`src/psc_pkg.sv`:
```
// Package for the PWM submodule control block: register map, fields, constants
`default_nettype none
package psc_pkg;
   // Word byte addresses on the Avalon-MM slave
   localparam logic [3:0] ADDR_CTRL   = 4'h0;
   localparam logic [3:0] ADDR_PERIOD = 4'h4;
   localparam logic [3:0] ADDR_WIDTH  = 4'h8;
   localparam logic [3:0] ADDR_COUNT  = 4'hC;
   // Control/status field positions
   localparam int FLAG_BIT = 15;
   localparam int PIN_BIT  = 7;
   localparam int LOAD_BIT = 5;
   localparam int POL_BIT  = 4;
   localparam int RUN_BIT  = 3;
   localparam int CLK_LSB  = 0;
   localparam int DIV3_BIT = 8;
   // Reset values
   localparam logic [15:0] CTRL_RESET  = 16'h0000;
   localparam logic [15:0] COUNT_START = 16'h0001;
   localparam logic [15:0] DATA_RESET  = 16'h0000;
   localparam logic [31:0] UNMAPPED_RD = 32'h0000_0000;
   // Divider figures
   localparam logic [1:0] PRE1_DIV2 = 2'h1;
   localparam logic [1:0] PRE1_DIV3 = 2'h2;
   localparam int         PRE2_W    = 8;

   typedef struct packed {
      logic       output_polarity;
      logic       run;
      logic [2:0] clk_sel;
      logic       div3;
   } psc_ctrl_t;
endpackage : psc_pkg
`default_nettype wire

```
`src/psc_top.sv`:
```
// PWM submodule control: Avalon-MM registers, prescaler, counter, comparators, output pin
//
// Functional notes
// - Polarity bit 4 selects true or inverted output flip-flop drive on the pin.
// - Run bit 3 low: flip-flop held reset, pin low or high per polarity.
// - Divide-by-256 prescaler held in reset while disabled.
// - Counter stops and is held at 0x0001 while disabled.
// - Comparators give no matches while disabled.
// - Staging period and width copied every cycle into active buffers while disabled.
// - Run bit rising sets the output flip-flop to start the first pulse.
// - On enable, prescaler released and counter counts from 0x0001.
// - Run bit rising sets the period-complete flag.
// - Enabled: continuous PWM from active buffers, reloaded at each period end.
// - Clock select bits 2:0 pick one of eight rates, changeable anytime.
// - Divide-by-three clear: codes give /2,/4,/8,/16,/32,/64,/128 and /512.
// - Divide-by-three set: codes give /3,/6,/12,/24,/48,/96,/192 and /768.
// - Polarity zero gives high pulses; polarity one inverts all edges.
// - Flag sets at each period end and stays until software clears it or the run bit goes low.
// - Staging period moves to active period at end of current period.
`default_nettype none
module psc_top
   import psc_pkg::*;
#(
   parameter int DATA_W = 16
) (
   // Clock and reset
   input  wire logic        sys_clk,
   input  wire logic        srst,
   // Avalon-MM slave
   input  wire logic [3:0]  avs_address,
   input  wire logic        avs_read,
   input  wire logic        avs_write,
   input  wire logic [31:0] avs_writedata,
   input  wire logic [3:0]  avs_byteenable,
   output logic [31:0]      avs_readdata,
   output logic             avs_waitrequest,
   // PWM output pin
   output logic             pwm_out
);
   import psc_pkg::*;

   // Lane merge and read mux are built for 16-bit registers only
   if (DATA_W != 16) begin : g_bad_width
      $error("psc_top: DATA_W must be 16");
   end

   // Software-visible state
   psc_ctrl_t         ctrl, next_ctrl;
   logic              flag, next_flag;
   logic              flag_seen, next_flag_seen;
   logic [15:0]       period_staging, next_period_staging;
   logic [15:0]       width_staging, next_width_staging;

   // Datapath state
   logic [15:0]       period_active, next_period_active;
   logic [15:0]       width_active, next_width_active;
   logic [15:0]       count, next_count;
   logic              out_ff, next_out_ff;
   logic              run_d, next_run_d;
   logic [1:0]        pre1, next_pre1;
   logic [PRE2_W-1:0] pre2, next_pre2;

   // Bus answer and decode
   logic [31:0]       next_readdata;
   logic              ack, next_ack;
   logic              first_tick, tick;
   logic              wr_ctrl, load_req, run_rise, period_end, width_hit;

   // Single-cycle wait state: request answered on the second edge
   assign avs_waitrequest = (avs_read | avs_write) & ~ack;

   function automatic logic hit(input logic [3:0] a, input logic [3:0] off);
      hit = (a == off);
   endfunction

   // Merge the enabled byte lanes of a write into a 16-bit register
   function automatic logic [15:0] lane_merge(input logic [15:0] old_val, input logic [31:0] wd,
                                              input logic [3:0] be);
      logic [15:0] m;
      m = old_val;
      if (be[0])
         m[7:0] = wd[7:0];
      if (be[1])
         m[15:8] = wd[15:8];
      lane_merge = m;
   endfunction

   assign wr_ctrl  = avs_write & ~ack & hit(avs_address, ADDR_CTRL) & avs_byteenable[0];
   assign load_req = wr_ctrl & avs_writedata[LOAD_BIT];
   assign run_rise = ctrl.run & ~run_d;

   // First stage divides by two or three; second stage is the /256 chain
   // Held at zero while stopped so the first tick after enable is a full one
   always_comb begin
      next_pre1 = 2'h0;
      if (ctrl.run && !(pre1 == (ctrl.div3 ? PRE1_DIV3 : PRE1_DIV2)))
         next_pre1 = pre1 + 2'h1;
      first_tick = ctrl.run && (pre1 == (ctrl.div3 ? PRE1_DIV3 : PRE1_DIV2));
      next_pre2 = '0;
      if (ctrl.run)
         next_pre2 = first_tick ? pre2 + 8'h01 : pre2;
   end

   // Low chain bits that must all be one for a tick at this select code
   function automatic logic [PRE2_W-1:0] stage_mask(input logic [2:0] sel);
      logic [PRE2_W-1:0] m;
      m = '0;
      case (sel)
         3'h0:    m = 8'h00;
         3'h1:    m = 8'h01;
         3'h2:    m = 8'h03;
         3'h3:    m = 8'h07;
         3'h4:    m = 8'h0F;
         3'h5:    m = 8'h1F;
         3'h6:    m = 8'h3F;
         3'h7:    m = 8'hFF;
         default: m = 8'h00;
      endcase
      stage_mask = m;
   endfunction

   // Tick when the selected stage of the chain rolls over
   always_comb begin
      tick = 1'b0;
      if (first_tick)
         tick = ((pre2 & stage_mask(ctrl.clk_sel)) == stage_mask(ctrl.clk_sel));
   end

   // Comparators only look while running
   // Period ends on the tick that finds the count at or above the active period
   assign period_end = ctrl.run && !run_rise && tick && (count >= period_active);
   assign width_hit  = ctrl.run && !run_rise && tick && (count + 16'h0001 == width_active);

   always_comb begin
      next_count         = count;
      next_out_ff        = out_ff;
      next_period_active = period_active;
      next_width_active  = width_active;
      if (!ctrl.run) begin
         next_count         = COUNT_START;
         next_out_ff        = 1'b0;
         next_period_active = period_staging;
         next_width_active  = width_staging;
      end else if (load_req) begin
         // Fresh period start without waiting for a tick
         next_period_active = period_staging;
         next_width_active  = width_staging;
         next_count         = COUNT_START;
         next_out_ff        = (width_staging != DATA_RESET);
      end else if (run_rise) begin
         next_count  = COUNT_START;
         next_out_ff = 1'b1;
      end else if (period_end) begin
         // Zero width keeps the flip-flop clear for the whole period
         next_period_active = period_staging;
         next_width_active  = width_staging;
         next_count         = COUNT_START;
         next_out_ff        = (width_staging != DATA_RESET);
      end else if (tick) begin
         next_count = count + 16'h0001;
         if (width_hit)
            next_out_ff = 1'b0;
      end
   end

   // Control register: run, polarity, rate select
   always_comb begin
      next_ctrl  = ctrl;
      next_run_d = ctrl.run;
      if (wr_ctrl) begin
         next_ctrl.output_polarity     = avs_writedata[POL_BIT];
         next_ctrl.run     = avs_writedata[RUN_BIT];
         next_ctrl.clk_sel = avs_writedata[CLK_LSB +: 3];
      end
      if (avs_write && !ack && hit(avs_address, ADDR_CTRL) && avs_byteenable[1])
         next_ctrl.div3 = avs_writedata[DIV3_BIT];
   end

   // Staging registers take byte lanes at any time, running or not
   always_comb begin
      next_period_staging = period_staging;
      next_width_staging  = width_staging;
      if (avs_write && !ack && hit(avs_address, ADDR_PERIOD))
         next_period_staging = lane_merge(period_staging, avs_writedata, avs_byteenable);
      if (avs_write && !ack && hit(avs_address, ADDR_WIDTH))
         next_width_staging = lane_merge(width_staging, avs_writedata, avs_byteenable);
   end

   // Flag: set by hardware, cleared by read-one then write-zero
   always_comb begin
      next_flag      = flag;
      next_flag_seen = flag_seen;
      // Clear needs a prior read of one; any set in between cancels it
      if (avs_write && !ack && hit(avs_address, ADDR_CTRL) && avs_byteenable[1]
          && !avs_writedata[FLAG_BIT] && flag_seen)
         next_flag = 1'b0;
      if (avs_read && !ack && hit(avs_address, ADDR_CTRL) && flag)
         next_flag_seen = 1'b1;
      if (avs_write && !ack && hit(avs_address, ADDR_CTRL))
         next_flag_seen = 1'b0;
      // Disabled: cleared and held
      if (!ctrl.run)
         next_flag = 1'b0;
      // Hardware set wins over a clear in the same cycle
      if (run_rise || period_end || load_req) begin
         next_flag      = 1'b1;
         next_flag_seen = 1'b0;
      end
   end

   // Bus answer: one wait state, read data held until the next read
   always_comb begin
      next_ack      = (avs_read | avs_write) & ~ack;
      next_readdata = avs_readdata;
      if (avs_read && !ack) begin
         case (avs_address)
            ADDR_CTRL:   next_readdata = {16'h0000, flag, 6'h00, ctrl.div3, pwm_out, 2'h0,
                                          ctrl.output_polarity, ctrl.run, ctrl.clk_sel};
            ADDR_PERIOD: next_readdata = {16'h0000, period_staging};
            ADDR_WIDTH:  next_readdata = {16'h0000, width_staging};
            ADDR_COUNT:  next_readdata = {16'h0000, count};
            default:     next_readdata = UNMAPPED_RD;
         endcase
      end
   end

   // Bus answer registers
   // Read data stands until the first edge of the next read
   always_ff @(posedge sys_clk) begin
      if (srst) begin
         avs_readdata <= UNMAPPED_RD;
         ack          <= 1'b0;
      end else begin
         avs_readdata <= next_readdata;
         ack          <= next_ack;
      end
   end

   // Control register and its edge detector
   always_ff @(posedge sys_clk) begin
      if (srst) begin
         ctrl  <= psc_ctrl_t'(6'h00);
         run_d <= 1'b0;
      end else begin
         ctrl  <= next_ctrl;
         run_d <= next_run_d;
      end
   end

   // Staging registers
   always_ff @(posedge sys_clk) begin
      if (srst) begin
         period_staging <= DATA_RESET;
         width_staging  <= DATA_RESET;
      end else begin
         period_staging <= next_period_staging;
         width_staging  <= next_width_staging;
      end
   end

   // Period-complete flag and its read-one record
   always_ff @(posedge sys_clk) begin
      if (srst) begin
         flag      <= 1'b0;
         flag_seen <= 1'b0;
      end else begin
         flag      <= next_flag;
         flag_seen <= next_flag_seen;
      end
   end

   // Prescaler chain
   always_ff @(posedge sys_clk) begin
      if (srst) begin
         pre1 <= 2'h0;
         pre2 <= '0;
      end else begin
         pre1 <= next_pre1;
         pre2 <= next_pre2;
      end
   end

   // Counter, active buffers, output flip-flop and pin
   always_ff @(posedge sys_clk) begin
      if (srst) begin
         count         <= COUNT_START;
         out_ff        <= 1'b0;
         period_active <= DATA_RESET;
         width_active  <= DATA_RESET;
         pwm_out       <= 1'b0;
      end else begin
         count         <= next_count;
         out_ff        <= next_out_ff;
         period_active <= next_period_active;
         width_active  <= next_width_active;
         // Pin goes idle on the same edge that clears run
         pwm_out       <= (next_ctrl.run & next_out_ff) ^ next_ctrl.output_polarity;
      end
   end
endmodule // psc_top
`default_nettype wire

```
`config.mk`:
```
export PLATFORM = sky130hd
export DESIGN_NAME = psc_top
export DESIGN_NICKNAME = d
export VERILOG_FILES = /design/src/psc_pkg.sv /design/src/psc_top.sv
export SDC_FILE = /design/constraint.sdc
export NUM_CORES = 1
export LEC_CHECK = 0
export ABC_AREA = 1
export BUFFER_PORTS_ARGS = -buffer_cell sky130_fd_sc_hd__buf_2
export CAP_MARGIN = 20
export CORE_UTILIZATION = 40
export DETAILED_ROUTE_END_ITERATION = 12
export GPL_TIMING_DRIVEN = 0
export PLACE_DENSITY = 0.65
export SLEW_MARGIN = 20
export SYNTH_ARGS = -nofsm -noshare
export SYNTH_HDL_FRONTEND = slang
export SYNTH_SLANG_ARGS = --single-unit
```
`constraint.sdc`:
```
create_clock -name sys_clk -period 2 [get_ports sys_clk]
set_input_delay 0.2 -clock sys_clk [delete_from_list [all_inputs] [get_ports sys_clk]]
set_output_delay 0.2 -clock sys_clk [all_outputs]
set_load 0.005 [all_outputs]
```
==> results.txt <==
The HPWL after detailed placement is 13510 µm. Using the TritonRoute via totals, the vias-per-cell ratio works out to 5.272. The period utilization came out at 101.7%.

The post-place setup slack came out at -0.6538 ns. After layout, the worst setup slack is -0.03378 ns. The worst register-to-register path begins at count[15]. Of all cell types, the one taking the most synthesized area is dfxtp_1.

The worst ir drop on vdd is 0.0006149 V. In this run the most critical hold path is launched from avs_writedata[7]. Pin placement for this block handled 78 I/O pins.

The cell count of the worst reg-to-reg path came out at 14. The first-pass detailed-route iteration total came out at 11. The setup clock skew after layout is 0.01297 ns.

The worst setup path is captured at a flop. In this run the cell area of the synthesized design comes to 0.006108 mm². The worst register-to-register path ends at width_active[13].

After detailed routing, the average wire length per cell comes to 16.31 µm. The aggregate global-route resource usage is 24.14%. The number of nets in the finished design came out at 1038.

The initial utilization of the core area, before any placement, comes to 41.56%. Grouping stages by cell kind, the critical path spends the most delay in simple AND/OR/NAND/NOR gates. The measured slew at the worst slew-check pin is 0.8182 ns. The cell count after synthesis came out at 874. The critical path buffer and inverter count came out at 4. Counting stages on the worst path, the most repeated cell is nand3_4.

Clock-pin slew was measured on the worst setup and hold paths at 0.06 ns. The diode insertion count for antenna repair is 0. The leakage component of the power came out at 3.279 nW. The first-pass GRT wire length is 29150 µm. The count of max-cap constraint violations is 0. The worst setup path is of the flop to flop kind.

The synthesized design contains 0 enable-type register cells. The per-instance average area after synthesis came out at 6.989 µm². The nature of the critical path startpoint is a flop.

The flow ran to the end, but the final reports show violations. The number of global-route vias before repair came out at 5513. The worst hold path belongs to the class input pin to flop. For this run, design rule violations remaining after detail routing come to 2. Entering global routing, the biggest net connects 17 pins.

The minimum setup slack among reg-to-reg paths is -0.03 ns. The routed wire length is 19120 µm. The proportion of register bits with asynchronous set or reset after synthesis is 0%.

The layout overhead on the synthesized area came out at 33.59%. The critical path's largest stage delay is 0.36 ns. The largest driver fanout on the critical path is 7.

The number of fill cells is 1366. The clock latency reported for the late side of the worst-skew pair came out at 0.43 ns. The total clock buffers created by CTS is 17.

The final total power is 5.907 mW. The signal on the critical path passes through ha_4 -> nand2_4 -> inv_4 -> nand3_4 -> nor3_4 -> nand2_2 -> nand3_4 -> nand2_4 -> nand3_4 -> inv_4 -> buf_12 -> buf_8 -> o21ai_4 -> a21oi_1. The register bit count reported by yosys is 125. The post-layout instance count excluding filler cells came out at 1172. The number of failing setup endpoints in the final timing report is 5. The maximum count of clock buffers along a single path came out at 2.

The largest individual stage delay along the critical path comes from the cell dfxtp_4. For this run, the leading register cell type out of synthesis is dfxtp_1. At the end of routability-driven placement, the weighted congestion stood at 0.8739. The initial antenna violation count came out at 0. The most common cell in the synthesized netlist is nand2_1. The worst slew slack as a fraction of its limit is 45.46%. The H-tree depth came out at 4. The required time reported for the critical path endpoint is 2.31 ns. The final period demand of the worst path is 2.034 ns.

The worst-case hold path end point is period_staging[7]. The count of buffers added on input and output ports is 42. For this design the ratio of total power to cell area is 723.9 mW/mm². After synthesis, the most frequently instantiated cells are nand2_1, dfxtp_1, nor2_1. The clock net in this run drives a total of 125 sinks. The final hold violation count is 0.

The final antenna-violating net count came out at 0. The critical path arrival came out at 2.35 ns. The final reports fail on design-rule violations, negative setup slack. The horizontal die dimension is 125.6 µm. The die footprint is 0.01577 mm². The worst hold path stage count came out at 3.

The tree is rooted in a clkbuf_16. Yosys attributes the largest share of cell area to dfxtp_1, nand2_1, a21oi_1. The global-route congestion overflow total is 0. The detailed router placed 6179 vias in this run. Including well taps, the total number of placed cells is 1115. The register cell area after layout is 0.002541 mm². The die height is 125.6 µm.

The maximum clock frequency is 491.7 MHz. The setup TNS is -0.1208 ns. Setup repair after global routing could not meet its margin everywhere. The share of the Yosys chip area taken by registers is 40.97%.

In the final layout, the share of cells above drive strength 1 is 26.62%. The area of combinational cells with multiple inputs is 0.003577 mm². Row generation in the floorplan step produced 44 rows. In this run, the number of DRC markers left after iteration 0 of detailed routing was 549. The number of warnings reported in the yosys synthesis log is 0. TritonCTS built the clock tree. The number of different library cells used by synthesis comes to 42.

In this run the standard cell core region covers 0.01470 mm². The max-slew violation count is 0. The fraction of synthesized cell area taken by the top area cell type came out at 40.97%.
[power breakdown]
| group | internal [mW] | leakage, nW | switching, mW |
|---|---|---|---|
| Sequential | 2.50 | 1.02 | 0.0173 |
| Clock | 1.91 | 0.283 | 1.19 |
| Combinational | 0.108 | 1.98 | 0.185 |
| Total | 4.52 | 3.28 | 1.39 |
[flip-flops by register name, indices dropped and copies added (netlist names), named ones only]
signal and cells:
avs_readdata 16, period_staging 16, period_active 16, count 16, ctrl 5, width_active 16
flag_seen 1, flag 1, pre2 8, pwm_out 1, pre1 2, ack 1
run_d 1, next_run_d 1, width_staging 16, out_ff 1
[metal layers]
layer / track usage [%] / share of wire [%] / routed length (µm)
met1: 31.69 / 44 / 8430
met2: 38.40 / 46 / 8840
met3: 5.049 / 6.1 / 1159
met5: 0 / 0 / 0
met4: 10.11 / 3.6 / 688
[worst reg2reg max path, delay by kind of cell, from the launching register on]
family / cells / cell delay (ns)
compound gates: 2 / 0.18
buf+inv: 4 / 0.38
simple gates: 7 / 0.70
flops: 1 / 0.36
fa+ha+maj: 1 / 0.28
[worst max-delay path by stage]
stage	startpoint	end	slack, ns	cells after the start
final	count[15]	width_active[13]	-0.03	14
after global routing	count[0]	pwm_out	-0.14	16
after CTS	period_active[15]	width_active[13]	-0.1	15
after detailed placement	count[9]	width_active[9]	-0.65	11
after global placement	count[15]	width_active[9]	-0.61	13
after floorplan	count[0]	width_active[13]	0.1	17
[what timing repair did]
action / in CTS / in global routing
gates resized for setup: 134 / 89
endpoints found under the setup margin: 52 / 51
buffers inserted: 17 / 10
hold buffers: 0 / 0
cloned: 3 / 1
hold endpoints to repair: 0 / 0
pin swaps: 26 / 20
[layout by cell type, fill, tap and decap left out, types with 12 or more instances in the layout]
| cell type | netlist | routed |
|---|---|---|
| conb_1 | 1 | 16 |
| o21ai_1 | 4 | 15 |
| o21ai_2 | 2 | 15 |
| ha_4 | 0 | 12 |
| nor3_1 | 16 | 14 |
| dfxtp_1 | 125 | 106 |
| inv_2 | 6 | 14 |
| a21oi_1 | 88 | 62 |
| inv_1 | 103 | 91 |
| clkbuf_16 | 0 | 18 |
| clkbuf_1 | 18 | 17 |
| a21oi_2 | 0 | 24 |
| o21ai_0 | 85 | 52 |
| buf_2 | 4 | 43 |
| nand2_2 | 1 | 12 |
| nand3_1 | 42 | 38 |
| nand2_1 | 169 | 153 |
| dfxtp_2 | 0 | 13 |
| buf_4 | 17 | 37 |
| nor2_1 | 114 | 107 |
[through the flow]
stage	hold slack, ns	area [µm²]	util [%]
3_3_place_gp	0.4447	6605	44.94
6_report	0.02414	8160	55.52
4_1_cts	0.01867	7781	52.94
2_1_floorplan	0.3349	6165	-
3_5_place_dp	0.4445	6605	44.94
5_1_grt	0.03008	8160	55.52
[area by class of cell]
class                   instances  share of cell area [%]
plain buffers                  42                   3.726
clock buffers                  20                   5.596
inverters                     110                   5.244
repair buffers                 69                   6.010
well taps                     184                   2.821
clock inverters                11                   1.625
multi-input cells             611                   43.84
flip-flops and latches        125                   31.14
[kinds of logic (layout without fill, tap and decap cells)]
family / count (synthesis) / in the layout / share of synthesized area, %
AND/OR/NAND/NOR: 371 / 371 / 25.99
AO/OA/AOI/OAI: 203 / 203 / 17.84
adder cells (fa/ha/maj): 18 / 18 / 3.687
XOR/XNOR: 3 / 3 / 0.4302
flip-flops: 125 / 125 / 40.97
other: 1 / 16 / 0.06139
buffers and inverters: 153 / 252 / 11.02
(Power assumes the default switching activity.)
